<file path="config.mk">
export PLATFORM = sky130hd
export DESIGN_NAME = epa_accumulator
export DESIGN_NICKNAME = d
export VERILOG_FILES = /design/src/hw/epa_pkg.sv /design/src/hw/epa_accumulator.sv
export VERILOG_INCLUDE_DIRS = /design/src /design/src/hw
export SDC_FILE = /design/constraint.sdc
export NUM_CORES = 2
export LEC_CHECK = 0
export ABC_AREA = 1
export BUFFER_PORTS_ARGS = -buffer_cell sky130_fd_sc_hd__buf_2
export CAP_MARGIN = 0
export CORE_UTILIZATION = 55
export DETAILED_ROUTE_END_ITERATION = 10
export GPL_ROUTABILITY_DRIVEN = 0
export PLACE_DENSITY_LB_ADDON = 0.2
export SLEW_MARGIN = 5
export SYNTH_ARGS = -nofsm -noshare
export SYNTH_HDL_FRONTEND = slang
export SYNTH_SLANG_ARGS = --single-unit
</file>
<file path="constraint.sdc">
create_clock -name sys_clk -period 21.9 [get_ports sys_clk]
set_input_delay 2.19 -clock sys_clk [delete_from_list [all_inputs] [get_ports sys_clk]]
set_output_delay 2.19 -clock sys_clk [all_outputs]
set_load 0.005 [all_outputs]
</file>
<file path="src/hw/epa_defs.svh">
`ifndef EPA_DEFS_SVH
`define EPA_DEFS_SVH

// timing
`define EPA_CLK_PERIOD_NS 4
`define EPA_SAMPLE_TIME_NS 250000
`define EPA_SAMPLE_CYCLES (`EPA_SAMPLE_TIME_NS / `EPA_CLK_PERIOD_NS)
`define EPA_DISPLAY_TIME_MS 4
`define EPA_DISPLAY_SAMPLES (`EPA_DISPLAY_TIME_MS * 1000000 / `EPA_SAMPLE_TIME_NS)
`define EPA_NS_PER_MIN 64'h0000_000D_F847_5800

// speed reading, in tenths of rpm
`define EPA_SPEED_MAX_RPM 40000
`define EPA_SPEED_SCALE 10
`define EPA_SPEED_LIMIT (`EPA_SPEED_MAX_RPM * `EPA_SPEED_SCALE)
`define EPA_FILTER_SHIFT 4

// register byte offsets
`define EPA_REG_SPEED 8'h00
`define EPA_REG_REVS 8'h04
`define EPA_REG_COARSE 8'h08
`define EPA_REG_FINE 8'h0C
`define EPA_REG_INHIBIT 8'h10
`define EPA_REG_FLAG 8'h14
`define EPA_REG_TURNS 8'h18
`define EPA_REG_TYPE 8'h1C
`define EPA_REG_LINEAR 8'h20
`define EPA_REG_POLES 8'h24
`define EPA_REG_IRQ_STATUS 8'h28
`define EPA_REG_IRQ_CLEAR 8'h2C
`define EPA_REG_IRQ_ENABLE 8'h30
`define EPA_REG_FEEDBACK 8'h34

// reset values and limits
`define EPA_RST_TURNS 8'h10
`define EPA_RST_POLES 8'h06
`define EPA_TURNS_MAX 8'h10

// interrupt status bits
`define EPA_IRQ_MARKER 0
`define EPA_IRQ_REV 1
`define EPA_IRQ_DISPLAY 2
`define EPA_IRQ_W 3

`endif

</file>
<file path="src/hw/epa_pkg.sv">
package epa_pkg;

    typedef enum logic [3:0] {
        epa_quadrature_incremental = 4'h0,
        epa_frequency_direction_incremental = 4'h1,
        epa_forward_reverse_incremental = 4'h2,
        epa_quadrature_servo = 4'h3,
        epa_frequency_direction_servo = 4'h4,
        epa_forward_reverse_servo = 4'h5,
        epa_sine_cosine_incremental = 4'h6,
        epa_sine_cosine_servo = 4'h7,
        epa_absolute_comms = 4'h8,
        epa_sine_cosine_absolute = 4'h9
    } epa_enc_type_t;

endpackage : epa_pkg

</file>
<file path="src/hw/epa_accumulator.sv">
`include "epa_defs.svh"

// Overview of operation
// - A read-only signed speed in tenths of rpm, clamped to +/-40000 rpm, is IIR filtered.
// - The readable revolution count is 16-bit unsigned and refreshed every 4 ms.
// - Position is 48 bits of 1/2^32 revolution: revolutions, coarse, fine.
// - The feedback position output refreshes every 250 us, the coarse reading every 4 ms.
// - A full revolution crossing counts the revolutions up or down with 16-bit roll-over.
// - With an absolute source the accumulator loads the absolute position once after reset.
// - In linear mode one revolution is the travel over pole_count/2 pole pitches.
// - Changing the encoder type clears revolutions, coarse and fine position.
// - The marker is active on its rising edge going forward, falling edge in reverse.
// - A marker event resets position and sets the flag unless inhibited, then only flags.
// - A marker position reset clears both coarse and fine position.
// - The marker flag is set by hardware or by a software write of 1, and cleared by a software write of 0.
// - Marker handling works only for the incremental, their servo and sine-cosine servo types.
// - Outside linear mode, a turns mask of zero holds the revolution count at zero.
// - Outside linear mode a turns mask n wraps the count after 2^n-1, with n above 16 taken as 16.
module epa_accumulator #(
    parameter int SAMPLE_CYCLES = `EPA_SAMPLE_CYCLES,
    parameter int DISPLAY_SAMPLES = `EPA_DISPLAY_SAMPLES,
    parameter int FILTER_SHIFT = `EPA_FILTER_SHIFT
) (
    input wire logic sys_clk,
    input wire logic sys_rst,
    input wire logic [7:0] avs_address,
    input wire logic avs_read,
    input wire logic avs_write,
    input wire logic [31:0] avs_writedata,
    input wire logic [3:0] avs_byteenable,
    output logic [31:0] avs_readdata,
    output logic avs_waitrequest,
    input wire logic enc_delta_valid,
    input wire logic [31:0] enc_delta,
    input wire logic enc_abs_valid,
    input wire logic [47:0] enc_abs_position,
    input wire logic marker_in,
    output logic [31:0] feedback_position,
    output logic irq
);

    localparam logic [63:0] RPM_SCALE =
        (`EPA_NS_PER_MIN * `EPA_SPEED_SCALE) / (SAMPLE_CYCLES * `EPA_CLK_PERIOD_NS);

    function automatic logic [15:0] epa_turns_mask(input logic [7:0] bits);
        logic [16:0] weight;
        weight = 17'h0_0001 << bits[4:0];
        epa_turns_mask = (bits >= `EPA_TURNS_MAX) ? 16'hFFFF : 16'(weight - 17'h0_0001);
    endfunction : epa_turns_mask

    function automatic logic epa_marker_type(input logic [3:0] t);
        epa_marker_type = (t <= epa_pkg::epa_forward_reverse_servo)
            || (t == epa_pkg::epa_sine_cosine_servo);
    endfunction : epa_marker_type

    function automatic logic epa_absolute_type(input logic [3:0] t);
        epa_absolute_type = (t == epa_pkg::epa_absolute_comms)
            || (t == epa_pkg::epa_sine_cosine_absolute);
    endfunction : epa_absolute_type

    // software registers
    logic marker_reset_inhibit;
    logic marker_seen_flag;
    logic [7:0] turns_mask_bits;
    logic [3:0] encoder_type_select;
    logic linear_select;
    logic [7:0] motor_pole_count;
    logic [`EPA_IRQ_W-1:0] irq_status;
    logic [`EPA_IRQ_W-1:0] irq_enable;

    // readable copies
    logic signed [31:0] shaft_speed_rpm;
    logic [15:0] revolution_count;
    logic [15:0] coarse_position;
    logic [15:0] fine_position;

    // live state
    logic [15:0] rev_acc;
    logic [31:0] sub_acc;
    logic [7:0] pitch_cnt;
    logic abs_pending;
    logic dir_reverse;
    logic marker_prev;
    logic [31:0] sample_cnt;
    logic [7:0] disp_cnt;
    logic [31:0] window_sum;
    logic signed [31:0] speed_filt;

    // bus decode
    wire wr_fire = avs_write && !avs_waitrequest;
    wire wr_low = wr_fire && avs_byteenable[0];
    wire sel_speed = avs_address == `EPA_REG_SPEED;
    wire sel_revs = avs_address == `EPA_REG_REVS;
    wire sel_coarse = avs_address == `EPA_REG_COARSE;
    wire sel_fine = avs_address == `EPA_REG_FINE;
    wire sel_inhibit = avs_address == `EPA_REG_INHIBIT;
    wire sel_flag = avs_address == `EPA_REG_FLAG;
    wire sel_turns = avs_address == `EPA_REG_TURNS;
    wire sel_type = avs_address == `EPA_REG_TYPE;
    wire sel_linear = avs_address == `EPA_REG_LINEAR;
    wire sel_poles = avs_address == `EPA_REG_POLES;
    wire sel_status = avs_address == `EPA_REG_IRQ_STATUS;
    wire sel_clear = avs_address == `EPA_REG_IRQ_CLEAR;
    wire sel_enable = avs_address == `EPA_REG_IRQ_ENABLE;
    wire sel_feedback = avs_address == `EPA_REG_FEEDBACK;

    // unmapped and write-only offsets read as zero
    wire [31:0] rd_value = ({32{sel_speed}} & shaft_speed_rpm)
        | ({32{sel_revs}} & {16'h0000, revolution_count})
        | ({32{sel_coarse}} & {16'h0000, coarse_position})
        | ({32{sel_fine}} & {16'h0000, fine_position})
        | ({32{sel_inhibit}} & {31'h0000_0000, marker_reset_inhibit})
        | ({32{sel_flag}} & {31'h0000_0000, marker_seen_flag})
        | ({32{sel_turns}} & {24'h00_0000, turns_mask_bits})
        | ({32{sel_type}} & {28'h000_0000, encoder_type_select})
        | ({32{sel_linear}} & {31'h0000_0000, linear_select})
        | ({32{sel_poles}} & {24'h00_0000, motor_pole_count})
        | ({32{sel_status}} & {29'h0000_0000, irq_status})
        | ({32{sel_enable}} & {29'h0000_0000, irq_enable})
        | ({32{sel_feedback}} & feedback_position);

    // one wait state per access; read data is captured when the request is seen
    always_ff @(posedge sys_clk) begin
        if (sys_rst) begin
            avs_waitrequest <= 1'b1;
            avs_readdata <= 32'h0000_0000;
        end else if ((avs_read || avs_write) && avs_waitrequest) begin
            avs_waitrequest <= 1'b0;
            avs_readdata <= avs_read ? rd_value : 32'h0000_0000;
        end else begin
            avs_waitrequest <= 1'b1;
        end
    end

    wire type_change = wr_low && sel_type && (avs_writedata[3:0] != encoder_type_select);
    wire flag_wr = wr_low && sel_flag;

    always_ff @(posedge sys_clk) begin
        if (sys_rst) begin
            marker_reset_inhibit <= 1'b0;
            turns_mask_bits <= `EPA_RST_TURNS;
            encoder_type_select <= epa_pkg::epa_quadrature_incremental;
            linear_select <= 1'b0;
            motor_pole_count <= `EPA_RST_POLES;
            irq_enable <= '0;
        end else if (wr_low) begin
            if (sel_inhibit) marker_reset_inhibit <= avs_writedata[0];
            if (sel_turns) turns_mask_bits <= avs_writedata[7:0];
            if (sel_type) encoder_type_select <= avs_writedata[3:0];
            if (sel_linear) linear_select <= avs_writedata[0];
            if (sel_poles) motor_pole_count <= avs_writedata[7:0];
            if (sel_enable) irq_enable <= avs_writedata[`EPA_IRQ_W-1:0];
        end
    end

    // sample and display timebase
    wire sample_tick = sample_cnt == 32'(SAMPLE_CYCLES - 1);
    wire disp_tick = sample_tick && (disp_cnt == 8'(DISPLAY_SAMPLES - 1));

    always_ff @(posedge sys_clk) begin
        if (sys_rst) begin
            sample_cnt <= 32'h0000_0000;
            disp_cnt <= 8'h00;
        end else begin
            sample_cnt <= sample_tick ? 32'h0000_0000 : sample_cnt + 32'h0000_0001;
            if (sample_tick) disp_cnt <= disp_tick ? 8'h00 : disp_cnt + 8'h01;
        end
    end

    // revolution crossing from the sub-revolution carry or borrow
    wire [33:0] sub_sum = {2'b00, sub_acc} + {{2{enc_delta[31]}}, enc_delta};
    wire carry_up = enc_delta_valid && !sub_sum[33] && sub_sum[32];
    wire borrow_dn = enc_delta_valid && sub_sum[33];
    wire [7:0] pole_pairs = (motor_pole_count < 8'h02) ? 8'h01 : {1'b0, motor_pole_count[7:1]};
    wire [7:0] pitch_last = pole_pairs - 8'h01;
    wire lin_wrap_up = carry_up && (pitch_cnt >= pitch_last);
    wire lin_wrap_dn = borrow_dn && (pitch_cnt == 8'h00);
    wire rev_up = linear_select ? lin_wrap_up : carry_up;
    wire rev_dn = linear_select ? lin_wrap_dn : borrow_dn;
    wire [15:0] rev_stepped = rev_up ? rev_acc + 16'h0001
        : (rev_dn ? rev_acc - 16'h0001 : rev_acc);
    wire [7:0] next_pitch = !linear_select ? 8'h00
        : carry_up ? (lin_wrap_up ? 8'h00 : pitch_cnt + 8'h01)
        : borrow_dn ? (lin_wrap_dn ? pitch_last : pitch_cnt - 8'h01)
        : pitch_cnt;

    // marker detection uses the direction of the last nonzero step
    wire marker_rise = marker_in && !marker_prev;
    wire marker_fall = !marker_in && marker_prev;
    wire marker_dir_ok = (marker_rise && !dir_reverse) || (marker_fall && dir_reverse);
    wire marker_event = epa_marker_type(encoder_type_select) && marker_dir_ok;
    wire marker_reset = marker_event && !marker_reset_inhibit;
    wire abs_load = enc_abs_valid && abs_pending
        && epa_absolute_type(encoder_type_select);
    wire [15:0] live_mask = linear_select ? 16'hFFFF : epa_turns_mask(turns_mask_bits);

    // the marker reset drops a step arriving in the same cycle
    wire [15:0] rev_raw = type_change ? 16'h0000
        : abs_load ? enc_abs_position[47:32]
        : marker_reset ? rev_acc
        : rev_stepped;
    wire [15:0] next_rev = rev_raw & live_mask;
    wire [31:0] next_sub = type_change ? 32'h0000_0000
        : abs_load ? enc_abs_position[31:0]
        : marker_reset ? 32'h0000_0000
        : enc_delta_valid ? sub_sum[31:0]
        : sub_acc;
    wire rev_event = (rev_up || rev_dn) && !type_change && !abs_load && !marker_reset;

    always_ff @(posedge sys_clk) begin
        if (sys_rst) begin
            rev_acc <= 16'h0000;
            sub_acc <= 32'h0000_0000;
            pitch_cnt <= 8'h00;
            abs_pending <= 1'b1;
            dir_reverse <= 1'b0;
            marker_prev <= 1'b0;
        end else begin
            rev_acc <= next_rev;
            sub_acc <= next_sub;
            pitch_cnt <= type_change ? 8'h00 : next_pitch;
            if (abs_load) abs_pending <= 1'b0;
            if (enc_delta_valid && (enc_delta != 32'h0000_0000)) dir_reverse <= enc_delta[31];
            marker_prev <= marker_in;
        end
    end

    // set wins over a clearing write in the same cycle
    always_ff @(posedge sys_clk) begin
        if (sys_rst) begin
            marker_seen_flag <= 1'b0;
        end else if (marker_event) begin
            marker_seen_flag <= 1'b1;
        end else if (flag_wr) begin
            marker_seen_flag <= avs_writedata[0];
        end
    end

    // speed: window sum of steps over one sample, scaled to tenths of rpm, then filtered
    wire [31:0] window_next = window_sum + (enc_delta_valid ? enc_delta : 32'h0000_0000);
    wire signed [63:0] speed_prod = $signed({{32{window_next[31]}}, window_next})
        * $signed(RPM_SCALE);
    wire signed [31:0] speed_lim = 32'(`EPA_SPEED_LIMIT);
    wire signed [31:0] speed_hi = speed_prod[63:32];
    // the product always fits in 64 bits, so only the range bound may clamp a reading
    wire speed_over = speed_hi > speed_lim;
    wire speed_under = speed_hi < -speed_lim;
    wire signed [31:0] speed_raw = speed_prod[63] ? (speed_under || speed_over ? -speed_lim
        : speed_hi) : (speed_over ? speed_lim : speed_hi);
    wire signed [31:0] speed_step = (speed_raw - speed_filt) >>> FILTER_SHIFT;

    always_ff @(posedge sys_clk) begin
        if (sys_rst) begin
            window_sum <= 32'h0000_0000;
            speed_filt <= 32'sh0000_0000;
        end else begin
            window_sum <= sample_tick ? 32'h0000_0000 : window_next;
            if (sample_tick) speed_filt <= speed_filt + speed_step;
        end
    end

    // readable copies; the simulated encoder source can step on every clock cycle
    always_ff @(posedge sys_clk) begin
        if (sys_rst || type_change) begin
            revolution_count <= 16'h0000;
            coarse_position <= 16'h0000;
            fine_position <= 16'h0000;
            feedback_position <= 32'h0000_0000;
        end else begin
            if (disp_tick) revolution_count <= rev_acc;
            if (disp_tick) coarse_position <= sub_acc[31:16];
            if (disp_tick) fine_position <= sub_acc[15:0];
            if (sample_tick) feedback_position <= sub_acc;
        end
    end

    always_ff @(posedge sys_clk) begin
        if (sys_rst) shaft_speed_rpm <= 32'sh0000_0000;
        else if (disp_tick) shaft_speed_rpm <= speed_filt;
    end

    // interrupts: sticky status, write-one-to-clear, set wins
    wire [`EPA_IRQ_W-1:0] irq_events = {disp_tick, rev_event, marker_event};
    wire [`EPA_IRQ_W-1:0] irq_clear_bits = (wr_low && sel_clear)
        ? avs_writedata[`EPA_IRQ_W-1:0] : '0;

    always_ff @(posedge sys_clk) begin
        if (sys_rst) begin
            irq_status <= '0;
            irq <= 1'b0;
        end else begin
            irq_status <= (irq_status & ~irq_clear_bits) | irq_events;
            irq <= |(irq_status & irq_enable);
        end
    end

    a_mask_zero_hold:
    assert property (@(posedge sys_clk) disable iff (sys_rst)
        (turns_mask_bits == 8'h00 && !linear_select) |=> (rev_acc == 16'h0000))
    else $error("revolution count not held at zero with zero turns mask");

    a_mask_bound:
    assert property (@(posedge sys_clk) disable iff (sys_rst)
        !linear_select |=> ((rev_acc & ~$past(epa_turns_mask(turns_mask_bits))) == 16'h0000))
    else $error("revolution count exceeds turns mask");

    a_reverse_wrap:
    assert property (@(posedge sys_clk) disable iff (sys_rst)
        (rev_dn && rev_acc == 16'h0000 && !linear_select && !marker_reset && !abs_load
        && !type_change) |=> (rev_acc == $past(live_mask)))
    else $error("reverse step from zero did not wrap to masked maximum");

    a_forward_count:
    assert property (@(posedge sys_clk) disable iff (sys_rst)
        (rev_event && rev_up && linear_select) |=> (rev_acc == $past(rev_acc) + 16'h0001))
    else $error("forward crossing did not increment revolutions");

    a_marker_clears:
    assert property (@(posedge sys_clk) disable iff (sys_rst)
        marker_reset |=> (sub_acc == 32'h0000_0000) && marker_seen_flag)
    else $error("marker reset did not clear position or set flag");

    a_marker_gate:
    assert property (@(posedge sys_clk) disable iff (sys_rst)
        ($rose(marker_seen_flag) && !$past(flag_wr))
        |-> $past(epa_marker_type(encoder_type_select))
        && ($past(marker_in) != $past(marker_in, 2)) && ($past(marker_in) != $past(dir_reverse)))
    else $error("marker flag set without a valid marker edge");

    a_inhibit_keeps:
    assert property (@(posedge sys_clk) disable iff (sys_rst)
        (marker_event && marker_reset_inhibit && !type_change && !abs_load && !enc_delta_valid)
        |=> $stable(sub_acc))
    else $error("inhibited marker changed the position");

    a_flag_sticky:
    assert property (@(posedge sys_clk) disable iff (sys_rst)
        (marker_seen_flag && !flag_wr) |=> marker_seen_flag)
    else $error("marker flag cleared without a software write");

    a_type_clear:
    assert property (@(posedge sys_clk) disable iff (sys_rst)
        type_change |=> (rev_acc == 16'h0000) && (sub_acc == 32'h0000_0000)
        && (revolution_count == 16'h0000) && (coarse_position == 16'h0000))
    else $error("encoder type change did not clear position");

    a_display_hold:
    assert property (@(posedge sys_clk) disable iff (sys_rst)
        (!disp_tick && !type_change) |=> $stable(revolution_count) && $stable(coarse_position))
    else $error("display copy changed between refreshes");

    a_feedback_rate:
    assert property (@(posedge sys_clk) disable iff (sys_rst)
        (!sample_tick && !type_change) |=> $stable(feedback_position))
    else $error("feedback position changed between sample ticks");

    a_speed_range:
    assert property (@(posedge sys_clk) disable iff (sys_rst)
        (shaft_speed_rpm <= speed_lim) && (shaft_speed_rpm >= -speed_lim))
    else $error("speed reading outside range");

    a_bus_answer:
    assert property (@(posedge sys_clk) disable iff (sys_rst)
        ((avs_read || avs_write) && avs_waitrequest) |-> ##[1:2] !avs_waitrequest)
    else $error("bus request not answered");

    c_marker_reset: cover property (@(posedge sys_clk) disable iff (sys_rst) marker_reset);
    c_reverse_wrap: cover property (@(posedge sys_clk) disable iff (sys_rst)
        rev_dn && rev_acc == 16'h0000 && !linear_select);
    c_display_flag: cover property (@(posedge sys_clk) disable iff (sys_rst)
        disp_tick && marker_seen_flag);
    c_abs_load: cover property (@(posedge sys_clk) disable iff (sys_rst) abs_load);
    c_linear_rev: cover property (@(posedge sys_clk) disable iff (sys_rst)
        rev_up && linear_select);

endmodule : epa_accumulator

</file>
==> out/metrics.csv <==
metric;value;unit
outcome;finished, final reports clean;
area of the multi-input gates;0.0212;mm²
fin crit share;70.0;%
Post-CTS Hold Buffers;0;
area delta synth->final;9.51;%
antenna violations before repair;2;
Crit Path Max Fanout;37;
syn_area_per_cell;6.94;µm²
# setup viols final;0;
final WL;93900;µm
asr flop ratio synth;0;%
core area;0.0567;mm²
number of synthesized flops with an enable pin;0;
met3 Resource Use GR;4.79;%
Initial Util;56.0;%
port bufs;169;
largest stage delay on the critical path;0.62;ns
WP data arrival;15.78;ns
crit-path most repeated cell;nand2_1;
Initial DRC Count;2570;
GRT Util Overall;31.8;%
reg2reg setup slack;8.64;ns
Clk Latency, worst-skew pair;0.59;ns
Min-Delay Endpoint;sample_cnt[0];
Rows;87;
met2 usage;49.6;%
CTS clk-pin slew, worst paths;0.06;ns
Final Hold Viols;0;
critical path launch point type;primary input;
DIE HEIGHT;242;µm
commonest cells after routing, fill and taps aside;903 x inv_1, 885 x nand2_1, 447 x a21oi_1;
antenna-violating nets left;0;
setup tns final;0;ns
post-DR vias/cell;5.54;
pin count of the biggest net entering global routing;115;
syn_nets;5192;
CTS Sinks;338;
First-pass DRT Iterations;6;
mapped cell area;0.0318;mm²
Period minus WS final;15.32;ns
post-CTS resize count;0;
global route total overflow;0;
GRT busiest layer;met2;
Layout fillers;5297;
unrepaired setup endpoints after global routing;false;
worst path required time;22.36;ns
Synth Flop Type;dfxtp_1;
Min-Delay Path Class;reg2reg;
Worst-Margin Slew;1.26;ns
GR Util met1;44.6;%
worst-case clock buffer depth;3;
die outline width;242;µm
Critical Path Slowest Stage Cell;buf_2;
worst rel slew slack;15.9;%
fraction of layout instances using a drive strength above 1;8.02;%
final net count;5322;
I/O Pins;197;
crit end category;flop;
hold wc startpoint;sample_cnt[0];
vias in the first global route;28723;
Cells after Synth;4579;
synthesized flop and latch total;338;
CTS tree;built;
HPWL Detailed;74300;µm
worst setup skew after layout;0.0225;ns
Fmax achieved;65.3;MHz
DRC viols;0;
Vias;30449;
worst reg2reg path depth;72;
die area;0.0587;mm²
synth warn;0;
Hold Crit Depth;1;
# Max-Cap Violations;0;
clock root buffer;clkbuf_16;
critical path class;in2reg;
FF-to-FF End;speed_filt[28];
TritonCTS Buffers;40;
postcts setup bufs;0;
Synth cell types;70;
Seq/Total Area, Yosys;21.3;%
post-DR wirelength/cell;17.1;µm
number of slew-limit violations in the final report;0;
most common cell after layout, fill and taps aside;inv_1;
register area;0.00677;mm²
first-pass GRT wire length;151000;µm
reg-to-reg startpoint;window_sum[2];
htree depth;2;
==> cells in the mapped netlist (56+ instances only) <==
master,n,area share (%)
nor3_1,56,0.88
dfxtp_1,338,21
nand2_1,886,10
nor2_1,346,4.1
fa_1,173,11
o21ai_0,309,4.9
inv_1,904,11
clkbuf_1,89,1.1
nand3_1,127,2.0
xor2_1,97,2.7
a21oi_1,447,7.0
ha_1,309,12
==> layer usage <==
metal / vias up / share of wire, %
met4: 2 / 3.6
met3: 194 / 8.0
met2: 1107 / 43
met5: - / 0.014
li1: 15067 / -
met1: 14079 / 45
==> cell type report <==
type | instances | area share (%)
repair buffers | 196 | 3.01
multi-input cells | 3221 | 60.9
clock inverters | 20 | 0.802
flip-flops and latches | 338 | 19.4
inverters | 912 | 9.84
well taps | 756 | 2.72
clock buffers | 52 | 3.24
diodes | 1 | 0.00719
==> per-stage QoR <==
stage          instance area, µm²  hold slack [ns]  util (%)  std cells  setup WS [ns]
2_1_floorplan               31800            0.418         -       4579           8.11
6_report                    34800            0.447      61.3       5496           6.58
5_1_grt                     34800            0.457      61.3       5495           5.51
3_5_place_dp                33400            0.436      58.9       5423           6.18
3_3_place_gp                33400            0.428      58.9       5423           6.26
4_1_cts                     34800            0.451      61.3       5495           6.69
==> how the worst max path moves through the flow <==
| stage | startpoint | endpoint | slack, ns |
|---|---|---|---|
| after global placement | enc_delta_valid | speed_filt[28] | 6.26 |
| after global routing | enc_delta_valid | speed_filt[28] | 5.51 |
| after floorplan | enc_delta_valid | speed_filt[30] | 8.11 |
| after detailed placement | enc_delta_valid | speed_filt[28] | 6.18 |
| after CTS | enc_delta_valid | speed_filt[28] | 6.69 |
| final | enc_delta_valid | speed_filt[28] | 6.58 |
==> sequential cells by signal, indices dropped and copies added, names as in the netlist, 32 cells and up <==
| register | cells |
|---|---|
| sample_cnt | 32 |
| sub_acc | 32 |
| avs_readdata | 32 |
| feedback_position | 32 |
| shaft_speed_rpm | 32 |
| speed_filt | 32 |
| window_sum | 32 |
==> kinds of logic after synthesis <==
| group | Yosys count | share of synthesized area [%] |
|---|---|---|
| buffers and inverters | 1020 | 12.1 |
| XOR/XNOR | 142 | 3.97 |
| flip-flops | 338 | 21.3 |
| AND/OR/NAND/NOR | 1580 | 21.1 |
| other | 1 | 0.0118 |
| AO/OA/AOI/OAI | 1015 | 18.4 |
| adder cells (fa/ha/maj) | 482 | 23.1 |
| multiplexers | 1 | 0.0315 |
==> critical path: cells and delay by family <==
kind                     cells  cell delay [ns]
XOR/XNOR                     1             0.32
AND/OR/NAND/NOR             29             3.05
buffers and inverters        9             1.10
adder cells (fa/ha/maj)     11             4.49
AO/OA/AOI/OAI               24             4.59
Power is not shown: default switching activity piles up to over one toggle a cycle in this logic, so the estimate is an artifact.
